`config.mk`:
```
export PLATFORM = sky130hd
export DESIGN_NAME = rss_top
export DESIGN_NICKNAME = d
export VERILOG_FILES = /design/src/include/rss_pkg.sv /design/src/logic/rss_top.sv
export SDC_FILE = /design/constraint.sdc
export NUM_CORES = 1
export LEC_CHECK = 0
export BUFFER_PORTS_ARGS = -buffer_cell sky130_fd_sc_hd__clkbuf_2
export CORE_UTILIZATION = 59
export CTS_CLUSTER_SIZE = 25
export DETAILED_ROUTE_END_ITERATION = 10
export HOLD_SLACK_MARGIN = 0.08
export MAX_ROUTING_LAYER = met4
export PLACE_DENSITY = 0.87
export SLEW_MARGIN = 30
export SYNTH_ARGS = -nofsm -noshare
export SYNTH_HDL_FRONTEND = slang
export SYNTH_SLANG_ARGS = --single-unit
```
`constraint.sdc`:
```
create_clock -name aclk -period 3.9 [get_ports aclk]
set_input_delay 0.585 -clock aclk [delete_from_list [all_inputs] [get_ports aclk]]
set_output_delay 0.585 -clock aclk [all_outputs]
set_load 0.005 [all_outputs]
```
`src/include/rss_pkg.sv`:
```
// constants and types shared by the reset source sequencer
package rss_pkg;

    localparam int CLK_MHZ     = 200;
    localparam int BIAS_US     = 10;
    localparam int BIAS_CYC    = BIAS_US * CLK_MHZ;
    localparam int XTAL_US     = 100;
    localparam int XTAL_CYC    = XTAL_US * CLK_MHZ;
    localparam int POWERUP_TIMER_A_MS   = 4;
    localparam int POWERUP_TIMER_B_MS   = 16;
    localparam int POWERUP_TIMER_C_MS   = 64;
    localparam int POWERUP_TIMER_A_CYC  = POWERUP_TIMER_A_MS * CLK_MHZ * 1000;
    localparam int POWERUP_TIMER_B_CYC  = POWERUP_TIMER_B_MS * CLK_MHZ * 1000;
    localparam int POWERUP_TIMER_C_CYC  = POWERUP_TIMER_C_MS * CLK_MHZ * 1000;
    localparam int FILT_CYC    = 8;
    localparam int CNT_W       = 24;
    localparam int FILT_W      = 8;

    localparam logic [7:0]  OFS_OSC_CFG   = 8'h00;
    localparam logic [7:0]  OFS_PWR_CFG   = 8'h04;
    localparam logic [7:0]  OFS_RST_FLAGS = 8'h08;
    localparam logic [7:0]  OFS_STATUS    = 8'h0C;

    localparam int CFG_FPR_LSB   = 0;
    localparam int CFG_FOS_LSB   = 8;
    localparam int CFG_CLK_SWITCH_MONITOR_SEL_LSB = 14;
    localparam logic [23:0] CFG_MASK  = 24'h00C71F;
    localparam logic [23:0] CFG_RST   = 24'h00C300;
    localparam logic [1:0]  CLK_SWITCH_MONITOR_SEL_MON_ON = 2'h0;
    localparam logic [2:0]  FOS_FAST_RC  = 3'h1;

    localparam int PWR_SEL_LSB  = 0;
    localparam int PWR_XTAL_BIT = 2;
    localparam int PWR_PLL_BIT  = 3;
    localparam logic [3:0]  PWR_RST = 4'h0;

    localparam int FLG_POR   = 0;
    localparam int FLG_BOR   = 1;
    localparam int FLG_IDLE  = 2;
    localparam int FLG_SLEEP = 3;
    localparam int FLG_WDTO  = 4;
    localparam int FLG_SWR   = 6;
    localparam int FLG_EXTR  = 7;
    localparam int FLG_IOP   = 14;
    localparam int FLG_TRAP  = 15;
    localparam logic [15:0] FLG_MASK = 16'hC0DF;
    localparam logic [15:0] FLG_RST  = 16'h0003;

    localparam logic [1:0]  RESP_OK  = 2'h0;
    localparam logic [1:0]  RESP_ERR = 2'h2;

    typedef enum logic [2:0] {
        SEQ_BIAS    = 3'h0,
        SEQ_PWRUP   = 3'h1,
        SEQ_XTAL    = 3'h2,
        SEQ_CLKWAIT = 3'h3,
        SEQ_PHASE   = 3'h4,
        SEQ_RUN     = 3'h5,
        SEQ_PINHOLD = 3'h6
    } rss_seq_t;

    typedef struct packed {
        logic por;
        logic bor;
        logic wdt;
        logic swr;
        logic trap;
        logic iop;
    } rss_cause_t;

    typedef struct packed {
        rss_seq_t          state;
        logic [CNT_W-1:0]  cnt;
        logic [FILT_W-1:0] filt_cnt;
        logic              pin_low;
        logic              sys_rst;
        logic              fast_rc;
        logic              trap_p;
        logic              vec_p;
        logic              wake_p;
        logic              ost_p;
        logic [23:0]       cfg;
        logic [3:0]        pwr;
        logic [15:0]       flags;
        logic [2:0]        sel_grp;
        logic [4:0]        sel_prim;
        logic              aw_got;
        logic [7:0]        aw_addr;
        logic              w_got;
        logic [31:0]       w_data;
        logic [3:0]        w_strb;
        logic              bvalid;
        logic [1:0]        bresp;
        logic              rvalid;
        logic [31:0]       rdata;
        logic [1:0]        rresp;
    } rss_state_t;

endpackage

```
`src/logic/rss_top.sv`:
```
// reset source sequencer with axi4-lite register access
//
// Overview of operation
// - each cause sets its own flag.
// - watchdog in sleep wakes, no reset.
// - pin filter drops short pulses.
// - reset pin never driven.
// - power-on clears timers, resets, picks configured clock.
// - power-on runs 10 us bias-settle delay first.
// - then power-up delay: none, 4, 16 or 64 ms.
// - release on next first-phase edge; vector loads.
// - monitor on, delays done, clock bad: clock failure trap.
// - trap switches to fast rc oscillator.
// - monitor and power-up timer off: prompt release.
// - monitor off, no clock: reset held until clock.
// - brown-out resets, reselects clock from config.
// - brown-out starts start-up timer; clock held until ready, locked.
// - brown-out runs bias-settle and power-up delays.
// - zero delay with crystal: 100 us crystal-settle delay.
// - brown-out sets flag bit 1 of reset control register.
// - brown-out acts in sleep and idle.
// - config: primary select bits 4..0, group bits 10..8.
// - flags read/write; events set their own, power-on also sets the brown-out flag.
//
// Decided for this implementation: register access over AXI4-Lite and the register addresses.
`timescale 1ns/100ps

module rss_top #(
    parameter int          POWERUP_TIMER_A_CYC = rss_pkg::POWERUP_TIMER_A_CYC,
    parameter int          POWERUP_TIMER_B_CYC = rss_pkg::POWERUP_TIMER_B_CYC,
    parameter int          POWERUP_TIMER_C_CYC = rss_pkg::POWERUP_TIMER_C_CYC,
    parameter int          XTAL_CYC   = rss_pkg::XTAL_CYC,
    parameter int          FILT_CYC   = rss_pkg::FILT_CYC,
    parameter logic [23:0] CFG_INIT   = rss_pkg::CFG_RST
) (
    input  wire logic                aclk,
    input  wire logic                aresetn,
    input  wire logic                s_axi_awvalid,
    output logic                     s_axi_awready,
    input  wire logic [7:0]          s_axi_awaddr,
    input  wire logic [2:0]          s_axi_awprot,
    input  wire logic                s_axi_wvalid,
    output logic                     s_axi_wready,
    input  wire logic [31:0]         s_axi_wdata,
    input  wire logic [3:0]          s_axi_wstrb,
    output logic                     s_axi_bvalid,
    input  wire logic                s_axi_bready,
    output logic [1:0]               s_axi_bresp,
    input  wire logic                s_axi_arvalid,
    output logic                     s_axi_arready,
    input  wire logic [7:0]          s_axi_araddr,
    input  wire logic [2:0]          s_axi_arprot,
    output logic                     s_axi_rvalid,
    input  wire logic                s_axi_rready,
    output logic [31:0]              s_axi_rdata,
    output logic [1:0]               s_axi_rresp,
    input  wire rss_pkg::rss_cause_t cause,
    input  wire logic                ext_reset_pin_n,
    output logic                     ext_reset_pin_o,
    output logic                     ext_reset_pin_oe,
    input  wire logic                sleep_mode,
    input  wire logic                idle_mode,
    input  wire logic                osc_running,
    input  wire logic                osc_startup_done,
    input  wire logic                pll_lock,
    input  wire logic                first_phase_clock,
    output logic                     system_reset_line,
    output logic                     reset_vector_load,
    output logic                     clock_fail_trap,
    output logic                     watchdog_wake,
    output logic                     osc_startup_start,
    output logic                     fast_rc_osc_sel,
    output logic [2:0]               osc_group_sel,
    output logic [4:0]               primary_osc_sel
);

    localparam int CW = rss_pkg::CNT_W;
    localparam int FW = rss_pkg::FILT_W;

    initial
    begin
        if (POWERUP_TIMER_A_CYC < 1 || POWERUP_TIMER_B_CYC < 1 || POWERUP_TIMER_C_CYC < 1 || XTAL_CYC < 1)
            $error("delay too short");
        if (POWERUP_TIMER_C_CYC >= (1 << CW) || POWERUP_TIMER_B_CYC >= (1 << CW)
            || POWERUP_TIMER_A_CYC >= (1 << CW) || XTAL_CYC >= (1 << CW))
            $error("delay too long");
        if (FILT_CYC < 1 || FILT_CYC >= (1 << FW))
            $error("filter length out of range");
    end

    rss_pkg::rss_state_t s_r;
    rss_pkg::rss_state_t s_nxt;

    logic             clk_ok;
    logic             mon_on;
    logic             pin_fall;
    logic [CW-1:0]    powerup_timer_last;
    logic [15:0]      flag_set;
    logic             do_wr;
    logic [31:0]      rd_word;
    logic             rd_hit;
    logic [31:0]      bmask;

    // last count of power-up delay
    function automatic logic [CW-1:0] powerup_timer_end(input logic [1:0] sel);
        logic [CW-1:0] v;
        v = '0;
        case (sel)
            2'h1:    v = CW'(POWERUP_TIMER_A_CYC - 1);
            2'h2:    v = CW'(POWERUP_TIMER_B_CYC - 1);
            2'h3:    v = CW'(POWERUP_TIMER_C_CYC - 1);
            default: v = '0;
        endcase
        return v;
    endfunction

    assign ext_reset_pin_o  = 1'b0;
    assign ext_reset_pin_oe = 1'b0;

    assign s_axi_awready = !s_r.aw_got && !s_r.bvalid;
    assign s_axi_wready  = !s_r.w_got && !s_r.bvalid;
    assign s_axi_bvalid  = s_r.bvalid;
    assign s_axi_bresp   = s_r.bresp;
    assign s_axi_arready = !s_r.rvalid;
    assign s_axi_rvalid  = s_r.rvalid;
    assign s_axi_rdata   = s_r.rdata;
    assign s_axi_rresp   = s_r.rresp;

    assign system_reset_line = s_r.sys_rst;
    assign reset_vector_load = s_r.vec_p;
    assign clock_fail_trap   = s_r.trap_p;
    assign watchdog_wake     = s_r.wake_p;
    assign osc_startup_start = s_r.ost_p;
    assign fast_rc_osc_sel   = s_r.fast_rc;
    assign osc_group_sel     = s_r.fast_rc ? rss_pkg::FOS_FAST_RC : s_r.sel_grp;
    assign primary_osc_sel   = s_r.sel_prim;

    always_comb
    begin
        s_nxt      = s_r;
        s_nxt.trap_p = 1'b0;
        s_nxt.vec_p  = 1'b0;
        s_nxt.wake_p = 1'b0;
        s_nxt.ost_p  = 1'b0;
        flag_set   = '0;
        rd_word    = '0;
        rd_hit     = 1'b0;
        bmask      = '0;
        do_wr      = 1'b0;

        // usable clock
        clk_ok = osc_running && osc_startup_done
                 && (!s_r.pwr[rss_pkg::PWR_PLL_BIT] || pll_lock);
        mon_on = s_r.cfg[rss_pkg::CFG_CLK_SWITCH_MONITOR_SEL_LSB +: 2] == rss_pkg::CLK_SWITCH_MONITOR_SEL_MON_ON;
        powerup_timer_last = powerup_timer_end(s_r.pwr[rss_pkg::PWR_SEL_LSB +: 2]);

        // pin filter
        pin_fall = 1'b0;
        if (ext_reset_pin_n == s_r.pin_low)
        begin
            if (s_r.filt_cnt == FW'(FILT_CYC - 1))
            begin
                s_nxt.pin_low  = !s_r.pin_low;
                s_nxt.filt_cnt = '0;
                pin_fall       = !s_r.pin_low;
            end
            else
            begin
                s_nxt.filt_cnt = s_r.filt_cnt + FW'(1);
            end
        end
        else
        begin
            s_nxt.filt_cnt = '0;
        end

        // release sequence
        case (s_r.state)
            rss_pkg::SEQ_BIAS:
            begin
                s_nxt.cnt = s_r.cnt + CW'(1);
                if (s_r.cnt == CW'(rss_pkg::BIAS_CYC - 1))
                begin
                    s_nxt.cnt = '0;
                    if (s_r.pwr[rss_pkg::PWR_SEL_LSB +: 2] != 2'h0)
                        s_nxt.state = rss_pkg::SEQ_PWRUP;
                    else if (s_r.pwr[rss_pkg::PWR_XTAL_BIT])
                        s_nxt.state = rss_pkg::SEQ_XTAL;
                    else if (clk_ok)
                        s_nxt.state = rss_pkg::SEQ_PHASE;
                    else if (mon_on)
                    begin
                        s_nxt.trap_p  = 1'b1;
                        s_nxt.fast_rc = 1'b1;
                        s_nxt.state   = rss_pkg::SEQ_PHASE;
                    end
                    else
                        s_nxt.state = rss_pkg::SEQ_CLKWAIT;
                end
            end
            rss_pkg::SEQ_PWRUP, rss_pkg::SEQ_XTAL:
            begin
                s_nxt.cnt = s_r.cnt + CW'(1);
                if ((s_r.state == rss_pkg::SEQ_PWRUP && s_r.cnt == powerup_timer_last)
                    || (s_r.state == rss_pkg::SEQ_XTAL
                        && s_r.cnt == CW'(XTAL_CYC - 1)))
                begin
                    s_nxt.cnt = '0;
                    if (clk_ok)
                        s_nxt.state = rss_pkg::SEQ_PHASE;
                    else if (mon_on)
                    begin
                        s_nxt.trap_p  = 1'b1;
                        s_nxt.fast_rc = 1'b1;
                        s_nxt.state   = rss_pkg::SEQ_PHASE;
                    end
                    else
                        s_nxt.state = rss_pkg::SEQ_CLKWAIT;
                end
            end
            rss_pkg::SEQ_CLKWAIT:
            begin
                if (clk_ok)
                    s_nxt.state = rss_pkg::SEQ_PHASE;
            end
            rss_pkg::SEQ_PHASE:
            begin
                if (first_phase_clock)
                begin
                    s_nxt.sys_rst = 1'b0;
                    s_nxt.vec_p   = 1'b1;
                    s_nxt.state   = rss_pkg::SEQ_RUN;
                end
            end
            rss_pkg::SEQ_RUN:
            begin
                s_nxt.sys_rst = 1'b0;
            end
            rss_pkg::SEQ_PINHOLD:
            begin
                if (!s_r.pin_low)
                begin
                    s_nxt.fast_rc = 1'b0;
                    s_nxt.state   = rss_pkg::SEQ_CLKWAIT;
                end
            end
            default:
            begin
                s_nxt.state   = rss_pkg::SEQ_BIAS;
                s_nxt.cnt     = '0;
                s_nxt.sys_rst = 1'b1;
            end
        endcase

        // internal causes; later ones win
        if (cause.wdt)
        begin
            flag_set[rss_pkg::FLG_WDTO] = 1'b1;
            if (sleep_mode)
            begin
                s_nxt.wake_p = 1'b1;
                flag_set[rss_pkg::FLG_SLEEP] = 1'b1;
            end
        end
        if ((cause.wdt && !sleep_mode) || cause.swr || cause.trap || cause.iop)
        begin
            s_nxt.sys_rst = 1'b1;
            s_nxt.cnt     = '0;
            s_nxt.fast_rc = 1'b0;
            s_nxt.state   = rss_pkg::SEQ_CLKWAIT;
        end
        flag_set[rss_pkg::FLG_SWR]  = cause.swr;
        flag_set[rss_pkg::FLG_TRAP] = cause.trap;
        flag_set[rss_pkg::FLG_IOP]  = cause.iop;

        if (pin_fall)
        begin
            flag_set[rss_pkg::FLG_EXTR]  = 1'b1;
            flag_set[rss_pkg::FLG_SLEEP] = sleep_mode;
            flag_set[rss_pkg::FLG_IDLE]  = idle_mode;
        end
        if (s_nxt.pin_low)
        begin
            s_nxt.sys_rst = 1'b1;
            s_nxt.cnt     = '0;
            s_nxt.state   = rss_pkg::SEQ_PINHOLD;
        end

        // power events win in every mode
        if (cause.bor || cause.por)
        begin
            s_nxt.sys_rst  = 1'b1;
            s_nxt.cnt      = '0;
            s_nxt.state    = rss_pkg::SEQ_BIAS;
            s_nxt.fast_rc  = 1'b0;
            s_nxt.sel_grp  = s_r.cfg[rss_pkg::CFG_FOS_LSB +: 3];
            s_nxt.sel_prim = s_r.cfg[rss_pkg::CFG_FPR_LSB +: 5];
            s_nxt.ost_p    = s_r.pwr[rss_pkg::PWR_XTAL_BIT];
            flag_set[rss_pkg::FLG_BOR] = 1'b1;
        end
        if (cause.por)
            flag_set[rss_pkg::FLG_POR] = 1'b1;

        // write: address and data in any order
        if (s_axi_awvalid && s_axi_awready)
        begin
            s_nxt.aw_got  = 1'b1;
            s_nxt.aw_addr = s_axi_awaddr;
        end
        if (s_axi_wvalid && s_axi_wready)
        begin
            s_nxt.w_got  = 1'b1;
            s_nxt.w_data = s_axi_wdata;
            s_nxt.w_strb = s_axi_wstrb;
        end
        for (int i = 0; i < 4; i++)
            bmask[i*8 +: 8] = {8{s_r.w_strb[i]}};
        if (s_r.aw_got && s_r.w_got && !s_r.bvalid)
        begin
            do_wr         = 1'b1;
            s_nxt.aw_got  = 1'b0;
            s_nxt.w_got   = 1'b0;
            s_nxt.bvalid  = 1'b1;
            s_nxt.bresp   = rss_pkg::RESP_OK;
            case (s_r.aw_addr & 8'hFC)
                rss_pkg::OFS_OSC_CFG:
                    s_nxt.cfg = ((s_r.cfg & ~bmask[23:0])
                                | (s_r.w_data[23:0] & bmask[23:0]))
                                & rss_pkg::CFG_MASK;
                rss_pkg::OFS_PWR_CFG:
                    s_nxt.pwr = (s_r.pwr & ~bmask[3:0]) | (s_r.w_data[3:0] & bmask[3:0]);
                rss_pkg::OFS_RST_FLAGS:
                    s_nxt.flags = ((s_r.flags & ~bmask[15:0])
                                  | (s_r.w_data[15:0] & bmask[15:0]))
                                  & rss_pkg::FLG_MASK;
                rss_pkg::OFS_STATUS:
                    s_nxt.bresp = rss_pkg::RESP_OK;
                default:
                    s_nxt.bresp = rss_pkg::RESP_ERR;
            endcase
        end
        if (s_r.bvalid && s_axi_bready)
            s_nxt.bvalid = 1'b0;

        // events win over a write
        s_nxt.flags = s_nxt.flags | (flag_set & rss_pkg::FLG_MASK);

        // read: answer one cycle later
        case (s_axi_araddr & 8'hFC)
            rss_pkg::OFS_OSC_CFG:
            begin
                rd_word = {8'h00, s_r.cfg};
                rd_hit  = 1'b1;
            end
            rss_pkg::OFS_PWR_CFG:
            begin
                rd_word = {28'h0000000, s_r.pwr};
                rd_hit  = 1'b1;
            end
            rss_pkg::OFS_RST_FLAGS:
            begin
                rd_word = {16'h0000, s_r.flags};
                rd_hit  = 1'b1;
            end
            rss_pkg::OFS_STATUS:
            begin
                rd_word = {11'h000, s_r.sel_prim, 5'h00, s_r.sel_grp,
                           1'b0, clk_ok, s_r.pin_low, s_r.fast_rc,
                           s_r.sys_rst, s_r.state};
                rd_hit  = 1'b1;
            end
            default:
            begin
                rd_word = '0;
                rd_hit  = 1'b0;
            end
        endcase
        if (s_axi_arvalid && s_axi_arready)
        begin
            s_nxt.rvalid = 1'b1;
            s_nxt.rdata  = rd_word;
            s_nxt.rresp  = rd_hit ? rss_pkg::RESP_OK : rss_pkg::RESP_ERR;
        end
        else if (s_r.rvalid && s_axi_rready)
        begin
            s_nxt.rvalid = 1'b0;
        end
    end

    always_ff @(posedge aclk)
    begin
        if (!aresetn)
        begin
            s_r          <= '0;
            s_r.state    <= rss_pkg::SEQ_BIAS;
            s_r.sys_rst  <= 1'b1;
            s_r.cfg      <= CFG_INIT & rss_pkg::CFG_MASK;
            s_r.pwr      <= rss_pkg::PWR_RST;
            s_r.flags    <= rss_pkg::FLG_RST;
            s_r.sel_grp  <= CFG_INIT[rss_pkg::CFG_FOS_LSB +: 3];
            s_r.sel_prim <= CFG_INIT[rss_pkg::CFG_FPR_LSB +: 5];
        end
        else
        begin
            s_r <= s_nxt;
        end
    end

endmodule // rss_top

```
==> tab_implementation.tex, run 1 <==
\begin{tabular}{lr}
\hline
Metric & Value \\
\hline
\multicolumn{2}{l}{\textbf{Pwr}} \\
\quad Part of the power in registers & 42.5\% \\
\quad Switching part of the total & 22.0\% \\
\quad Share of total power in the clock network & 51.5\% \\
\quad Cell Int Power & 2.29 mW \\
\quad Largest vdd supply drop & 0.000229 V \\
\quad Combinational power share & 5.9\% \\
\quad Leakage component of the power & 2.77 nW \\
\quad Net switching power of the design & 0.646 mW \\
\quad Cell Pwr Density & between 400 and 500 nW/um\^{}2 \\
\multicolumn{2}{l}{\textbf{Worst setup path}} \\
\quad Worst Path Buf+Inv & 1 \\
\quad Crit-path cells & or4\_1 > or3\_1 > o21ai\_2 > nand2b\_1 > nor3\_4 > buf\_4 > a221o\_1 \\
\quad Critical Path Max Stage Delay & 0.69 ns \\
\quad Launching element type of the critical path & flip-flop \\
\quad Arrival time at the worst endpoint & 3.52 ns \\
\quad Crit path max-delay cell type & nand2b\_1 \\
\quad Category of cells accounting for the largest share of critical-path delay & simple AND/OR/NAND/NOR gates \\
\quad Setup crit end kind & flip-flop \\
\quad Largest driver fanout on the critical path & 18 \\
\quad Critical path data required time & between 4 and 5 ns \\
\quad Type of the worst setup path & reg -> reg \\
\multicolumn{2}{l}{\textbf{Finish}} \\
\quad Summed area of non-filler cells in the final layout & around 7000 sq um \\
\quad Ant diodes & 0 \\
\quad Share of final-layout standard cells stronger than drive strength 1 & 19.1\% \\
\quad Growth of design area from synthesis to finish & 11.6\% \\
\quad NumNets Final & 846 \\
\multicolumn{2}{l}{\textbf{CTS}} \\
\quad Total of hold buffers inserted after clock tree synthesis & 0 \\
\quad Clock latency on the worst-skew pair & between 0.5 and 0.6 ns \\
\quad CTS clock-pin slew for the worst setup and hold paths & 0.06 ns \\
\quad TritonCTS clock tree & done \\
\quad Sinks on the clock net & 117 \\
\quad Total CTS buffers & 17 \\
\quad Number of gates resized after cts & 0 \\
\quad Setup Fix Bufs, Post-CTS & 0 \\
\quad H-tree depth & 4 \\
\quad Number of buffers on the longest clock path & 2 \\
\quad Clk root buf & clkbuf\_8 \\
\multicolumn{2}{l}{\textbf{STA}} \\
\quad Worst clock skew on the final layout & 0.00643 ns \\
\quad Final setup violation count & 0 \\
\quad Transition at the pin with the smallest max-transition slack & 0.905 ns \\
\quad Hold Worst Slack & 0.297 ns \\
\quad Setup TNS & 0 ns \\
\quad Minimum clock period after layout & roughly 3.1 ns \\
\quad Top achievable clock speed & 320 MHz \\
\quad Number of pins exceeding their max-slew limit in the final report & 0 \\
\quad Ratio of final minimum period to clock period & between 80\% and 90\% \\
\quad Unrepaired setup endpoints after global routing & no \\
\quad Max-slew headroom at the worst pin & 39.5\% \\
\quad Final Hold Vio Count & 0 \\
\multicolumn{2}{l}{\textbf{Floorplanning}} \\
\quad Placement row count & 37 \\
\quad Number of placed I/O pins & roughly 140 \\
\quad Die Area & around 11,000 sq um \\
\quad Horizontal die dimension & 105 microns \\
\quad Initial core utilization & 60.7\% \\
\quad Die Y-Extent & $\sim$110 microns \\
\quad Placeable core area & 10,300 sq um \\
\multicolumn{2}{l}{\textbf{Logic synthesis}} \\
\quad Synth Warn \# & 0 \\
\quad Fraction of synthesized cell area taken by the top area cell type & a little under two fifths \\
\quad Post-Synthesis Cells & 723 \\
\quad Number of distinct library cells after synthesis & 70 \\
\quad Ranking of synthesized cells by area & dfxtp\_1, nand2\_1, buf\_4, mux2i\_1, nor2b\_1 \\
\quad Average cell area after synthesis & 8.66 sq um \\
\quad Post-Synthesis Cell Area & between 6000 and 7000 sq um \\
\quad Fraction of registers with async set/reset & 0\% \\
\quad Fraction of the yosys area taken by sequential cells & 37.4\% \\
\quad Post-synth top flop & dfxtp\_1 \\
\quad Cell accounting for the most synthesized area & dfxtp\_1 \\
\quad Number of register bits inferred by synthesis & 117 \\
\quad Number of enable-type register cells in the synthesized netlist & 0 \\
\multicolumn{2}{l}{\textbf{Global route}} \\
\quad Total congestion overflow after global routing & 0 \\
\quad Largest net degree at the start of global routing & between 80 and 90 \\
\quad First-pass GRT wire length & 25.0 mm \\
\quad Overall Global Routing Usage & 28.8\% \\
\quad Number of global-route vias before repair & 5,132 \\
\quad Met2 layer usage reported by global route & a little under half \\
\quad Met1 Track Usage GR & 35.7\% \\
\quad Antenna violations before repair & 0 \\
\quad Met3 routing resource usage after global routing & around 6.6\% \\
\quad Busiest layer in global routing & met2 \\
\multicolumn{2}{l}{\textbf{Route}} \\
\quad Number of violations reported at the end of detailed-routing iteration 0 & roughly 550 \\
\quad Avg Vias per Cell & 6.12 \\
\quad Count of antenna-violating nets left after detailed routing & 0 \\
\quad Total length of routed wires & 15.1 mm \\
\quad Avg WL per Cell & 16.7 microns \\
\quad Routed via count & 5,540 \\
\quad Number of remaining DRC errors & 0 \\
\quad First-pass DRT Iterations & 7 \\
\multicolumn{2}{l}{\textbf{Flow run}} \\
\quad Count of max-cap constraint violations & 0 \\
\multicolumn{2}{l}{\textbf{Placement}} \\
\quad Post-place instance area & 6410 sq um \\
\quad Final HPWL from detailed placement & 10.0 mm \\
\quad Buffers added on ports & 84 \\
\quad RD Place Congestion & 0.911 \\
\multicolumn{2}{l}{\textbf{Hold path}} \\
\quad Path type of the worst min-delay path & in -> reg \\
\multicolumn{2}{l}{\textbf{Outcome}} \\
\quad Status & finished clean \\
\hline
\end{tabular}
==> power groups by stage <==
stage / Sequential, mW / Combinational (mW) / Clock, mW
2_1_floorplan: 1.26 / 0.136 / 0
3_3_place_gp: 1.27 / 0.164 / 0
3_5_place_dp: 1.27 / 0.170 / 0
4_1_cts: 1.25 / 0.172 / 1.52
5_1_grt: 1.25 / 0.194 / 1.58
6_report: 1.25 / 0.174 / 1.51
==> Yosys cell counts, drive strengths merged (3+ instances only) <==
cell	count
o21a	6
xnor2	6
nand2	94
nor2b	39
nor3	19
a22o	4
nor4	25
xor2	6
nand2b	9
nand3	19
mux2	6
a22oi	14
nand4	10
o31ai	3
inv	12
a221o	18
and2	9
ha	9
o22ai	6
or4	9
and3	8
or3	5
clkbuf	35
a21oi	8
mux2i	27
a21boi	27
or2	7
nor2	45
o21ai	20
o31a	3
mux4	4
and4	3
nor4b	3
buf	55
dfxtp	117
nand3b	5
==> tightest hold or removal path, cell delays in order <==
cell and delay (ns):
clkbuf_2 0.08, nand2_1 0.04, a21boi_0 0.06
==> cells in the final DEF (no fill, tap or decap), types with 14 or more instances in the layout <==
cell,netlist,routed
a21boi_0,27,27
a221o_1,18,18
a22oi_1,14,14
clkbuf_16,0,16
clkbuf_2,0,84
conb_1,1,18
dfxtp_1,117,117
mux2i_1,27,27
nand2_1,94,94
nand3_1,19,19
nor2_1,45,45
nor2b_1,39,39
nor3_1,18,18
nor4_1,25,25
o21ai_0,19,19
==> per-stage QoR <==
stage | utilization, % | setup WS (ns) | power [mW] | std cells
after global placement | 62.1 | 0.937 | 1.43 | 876
after floorplan | - | 1.46 | 1.40 | 740
after detailed placement | 62.1 | 0.892 | 1.44 | 876
after CTS | 67.7 | 0.837 | 2.94 | 905
final | 67.7 | 0.773 | 2.94 | 905
after global routing | 67.7 | 0.651 | 3.02 | 905
==> area by class of cell <==
type / count / area, sq um
Clock buffer: 20 / 445
Tap cell: 136 / 170
Timing Repair Buffer: 90 / 465
Fill cell: 734 / 3330
Clock inverter: 9 / 130
Multi-Input combinational cell: 521 / 3390
Inverter: 12 / 45.0
Sequential cell: 117 / 2340
==> path summary, 6_finish.rpt <==
kind	startpoint	to	slack [ns]	cells past startpoint
worst max-delay path	s_r[146]$_SDFF_PP0_	s_r[165]$_SDFFE_PP0N_	0.77	7
worst min-delay path	s_axi_wdata[15]	s_r[57]$_SDFFE_PN0P_	0.30	3
worst max register to register	s_r[146]$_SDFF_PP0_	s_r[165]$_SDFFE_PP0N_	0.77	7
worst min register to register	s_r[143]$_SDFF_PP0_	s_r[143]$_SDFF_PP0_	0.45	1
==> kinds of logic after synthesis <==
logic type      count (synthesis)  share of synthesized area [%]
other cells                     1                         0.0599
buf+inv                       102                           9.57
mux                            37                           6.83
simple gates                  315                           26.7
compound gates                130                           15.9
fa+ha+maj                       9                           1.80
xor+xnor                       12                           1.68
flops                         117                           37.4
==> layer usage <==
metal	share of wire, %	vias to the layer above
met5	0	-
met4	2.0	0
met3	8.8	41
met2	47	327
met1	42	2571
li1	-	2601
(Power assumes the default switching activity.)
==> inputs of run 2 (changes only) <==
--- a/config.mk
+++ b/config.mk
@@ -6,12 +6,12 @@
 export NUM_CORES = 1
 export LEC_CHECK = 0
 export BUFFER_PORTS_ARGS = -buffer_cell sky130_fd_sc_hd__clkbuf_2
-export CORE_UTILIZATION = 59
+export CORE_UTILIZATION = 50
 export CTS_CLUSTER_SIZE = 25
 export DETAILED_ROUTE_END_ITERATION = 10
 export HOLD_SLACK_MARGIN = 0.08
 export MAX_ROUTING_LAYER = met4
-export PLACE_DENSITY = 0.87
+export PLACE_DENSITY = 0.78
 export SLEW_MARGIN = 30
 export SYNTH_ARGS = -nofsm -noshare
 export SYNTH_HDL_FRONTEND = slang
==> constraint.sdc (replaced) <==
create_clock -name aclk -period 2.7 [get_ports aclk]
set_input_delay 0.405 -clock aclk [delete_from_list [all_inputs] [get_ports aclk]]
set_output_delay 0.405 -clock aclk [all_outputs]
set_load 0.005 [all_outputs]
==> run 2 against run 1 <==
Net effect: clock power increased by 62%; register-to-register slack got worse by 0.69 ns; wire length is 3.8% higher; combinational power up 48%; sequential share of layout area fell by 1.6 points; hold slack worse by 0.084 ns; clock skew is 0.0087 ns higher; utilization down 7.1 points; highest routed layer unchanged.
==> tab_implementation.tex, run 2 (synthesis results as in run 1) <==
\begin{tabular}{lr}
\hline
Metric & Value \\
\hline
\multicolumn{2}{l}{\textbf{STA}} \\
\quad Max-slew headroom at the worst pin & 56.2\% (+17 points) \\
\quad Minimum clock period after layout & 2.61 ns (-0.513 ns) \\
\quad Ratio of final minimum period to clock period & 96.8\% (+17 points) \\
\quad Top achievable clock speed & 382 MHz (+20\%) \\
\quad Final Hold Vio Count & 0 (unchanged) \\
\quad Unrepaired setup endpoints after global routing & no \\
\quad Worst clock skew on the final layout & 0.0151 ns (+0.00871 ns) \\
\quad Transition at the pin with the smallest max-transition slack & 0.657 ns (-0.248 ns) \\
\quad Setup TNS & 0 ns (unchanged) \\
\quad Number of pins exceeding their max-slew limit in the final report & 0 (unchanged) \\
\quad Final setup violation count & 0 (unchanged) \\
\multicolumn{2}{l}{\textbf{Finish}} \\
\quad NumNets Final & 868 (+2.6\%) \\
\quad Highest-count cells in the layout ignoring fill and taps & dfxtp\_1, nand2\_1, clkbuf\_2 \\
\quad Ant diodes & 0 (unchanged) \\
\quad Growth of design area from synthesis to finish & 17.2\% \\
\quad Share of final-layout standard cells stronger than drive strength 1 & 22.4\% (+3.3 points) \\
\quad Most common library cell in the layout ignoring fill and taps & dfxtp\_1 \\
\multicolumn{2}{l}{\textbf{Global route}} \\
\quad First-pass GRT wire length & 25.8 mm (+3.2\%) \\
\quad Total congestion overflow after global routing & 0 (unchanged) \\
\quad Overall Global Routing Usage & 25.9\% (-2.9 points) \\
\quad Antenna violations before repair & 0 (unchanged) \\
\quad Number of global-route vias before repair & 5,206 (+1.4\%) \\
\quad Largest net degree at the start of global routing & 82 (unchanged) \\
\multicolumn{2}{l}{\textbf{Pwr}} \\
\quad Share of total power in the clock network & 54.3\% (+2.8 points) \\
\quad Leakage component of the power & 2.95 nW (+6.6\%) \\
\quad Combinational power share & 5.7\% (-0.2 points) \\
\quad Switching part of the total & 22.8\% (+0.78 points) \\
\quad Cell Pwr Density & 615 nW/um\^{}2 (+46\%) \\
\quad Net switching power of the design & 1.03 mW (+59\%) \\
\quad Total chip power & 4.51 mW (+54\%) \\
\quad Largest vdd supply drop & 0.000521 V (+130\%) \\
\quad Cell Int Power & 3.49 mW (+52\%) \\
\quad Part of the power in registers & 40.0\% (-2.5 points) \\
\multicolumn{2}{l}{\textbf{CTS}} \\
\quad Clk root buf & clkbuf\_16 \\
\quad TritonCTS clock tree & done \\
\quad Total CTS buffers & 17 (unchanged) \\
\quad Number of buffers on the longest clock path & 2 (unchanged) \\
\quad H-tree depth & 4 (unchanged) \\
\quad Clock latency on the worst-skew pair & 0.42 ns (-0.10 ns) \\
\quad Total of hold buffers inserted after clock tree synthesis & 0 (unchanged) \\
\quad CTS clock-pin slew for the worst setup and hold paths & 0.06 ns (about the same) \\
\quad Sinks on the clock net & 117 (unchanged) \\
\multicolumn{2}{l}{\textbf{Route}} \\
\quad Avg Vias per Cell & 5.80 (-5.3\%) \\
\quad Count of antenna-violating nets left after detailed routing & 0 (unchanged) \\
\quad First-pass DRT Iterations & 6 (-1) \\
\quad Number of violations reported at the end of detailed-routing iteration 0 & 481 (-12\%) \\
\quad Total length of routed wires & 15.7 mm (+3.8\%) \\
\quad Routed via count & 5,576 (+0.65\%) \\
\quad Number of remaining DRC errors & 0 (unchanged) \\
\quad Avg WL per Cell & 16.3 microns (-2.3\%) \\
\multicolumn{2}{l}{\textbf{Worst setup path}} \\
\quad Launching element type of the critical path & flip-flop \\
\quad Critical path data required time & 2.99 ns (-1.30 ns) \\
\quad Type of the worst setup path & reg -> reg \\
\quad Largest driver fanout on the critical path & 19 (+1) \\
\quad Arrival time at the worst endpoint & 2.91 ns (-0.61 ns) \\
\quad Setup crit end kind & flip-flop \\
\multicolumn{2}{l}{\textbf{Placement}} \\
\quad Final HPWL from detailed placement & 10.9 mm (+9.0\%) \\
\quad RD Place Congestion & 0.901 (-1.1\%) \\
\quad Buffers added on ports & 84 (unchanged) \\
\multicolumn{2}{l}{\textbf{Outcome}} \\
\quad Status & finished clean \\
\multicolumn{2}{l}{\textbf{Floorplanning}} \\
\quad Placeable core area & 12,100 sq um (+17\%) \\
\quad Initial core utilization & 51.7\% (-9.0 points) \\
\quad Die Area & 13,000 sq um (+18\%) \\
\quad Number of placed I/O pins & 135 (unchanged) \\
\quad Horizontal die dimension & 114 microns (+8.5\%) \\
\quad Placement row count & 40 (+8.1\%) \\
\quad Die Y-Extent & 114 microns (+8.5\%) \\
\multicolumn{2}{l}{\textbf{Hold path}} \\
\quad Path type of the worst min-delay path & in -> reg \\
\multicolumn{2}{l}{\textbf{Flow run}} \\
\quad Count of max-cap constraint violations & 0 (unchanged) \\
\hline
\end{tabular}
==> run 2: cell count changes in the layout (fill, tap and decap cells not counted), sizes merged <==
cell      before  now
buf            6   28
clkinv         2    7
clkinvlp       4    0
inv           12   14
bufinv         3    4
clkbuf       104  103
==> run 2: routing by layer <==
layer | vias to the layer above | GRT usage, % | wire length, microns
li1 | 2657 | - | -
met2 | 214 | 42.0 | 7690
met5 | - | - | 0
met3 | 21 | 5.15 | 972
met4 | 0 | 8.48 | 204
met1 | 2684 | 32.3 | 6800
==> run 2: power groups by stage <==
stage	logic (mW)	registers (mW)	clock network (mW)
4_1_cts	0.253	1.80	2.47
5_1_grt	0.285	1.81	2.55
3_5_place_dp	0.252	1.84	0
6_report	0.258	1.80	2.45
2_1_floorplan	0.197	1.82	0
3_3_place_gp	0.243	1.84	0
==> run 2: final timing paths <==
path | from | to | slack [ns] | cells after the start
worst max register to register | s_r[169]$_SDFFE_PP0N_ | s_r[167]$_SDFFE_PP0N_ | 0.09 | 7
worst min-delay path | s_axi_wdata[10] | s_r[52]$_SDFFE_PN0P_ | 0.21 | 3
worst max-delay path | s_r[169]$_SDFFE_PP0N_ | s_r[167]$_SDFFE_PP0N_ | 0.09 | 7
worst min register to register | s_r[143]$_SDFF_PP0_ | s_r[143]$_SDFF_PP0_ | 0.45 | 1
==> run 2: final cells by class <==
class | instances | area (sq um)
timing repair buffer | 112 | 672
tap | 168 | 210
sequential | 117 | 2340
clock inverter | 13 | 195
inverter | 12 | 45.0
fill | 1039 | 4770
multi-input combinational | 521 | 3420
clock buffer | 19 | 453
==> run 2: through the flow <==
| stage | hold slack [ns] | setup slack [ns] | area [sq um] | utilization, % | instances |
|---|---|---|---|---|---|
| CTS | 0.213 | 0.0403 | 7280 | 60.1 | 961 |
| finish | 0.213 | 0.0856 | 7340 | 60.6 | 962 |
| global route | 0.221 | 0.0245 | 7340 | 60.6 | 962 |
| floorplan | 0.413 | 0.258 | 6330 | - | 740 |
| detailed placement | 0.444 | 0.0899 | 6630 | 54.8 | 929 |
| global placement | 0.425 | 0.159 | 6630 | 54.8 | 929 |
==> run 2: critical path, stage by stage, from the launching register on <==
cell	delay, ns
dfxtp_1	0.34
or3_1	0.39
or4_4	0.47
or4_4	0.54
nand3b_4	0.18
nor3_4	0.07
buf_12	0.15
a221o_1	0.32
==> run 2: what timing repair did <==
action	4_1_cts	5_1_grt
setup endpoints to repair	0	22
gates resized for setup	0	9
buffers inserted	0	1
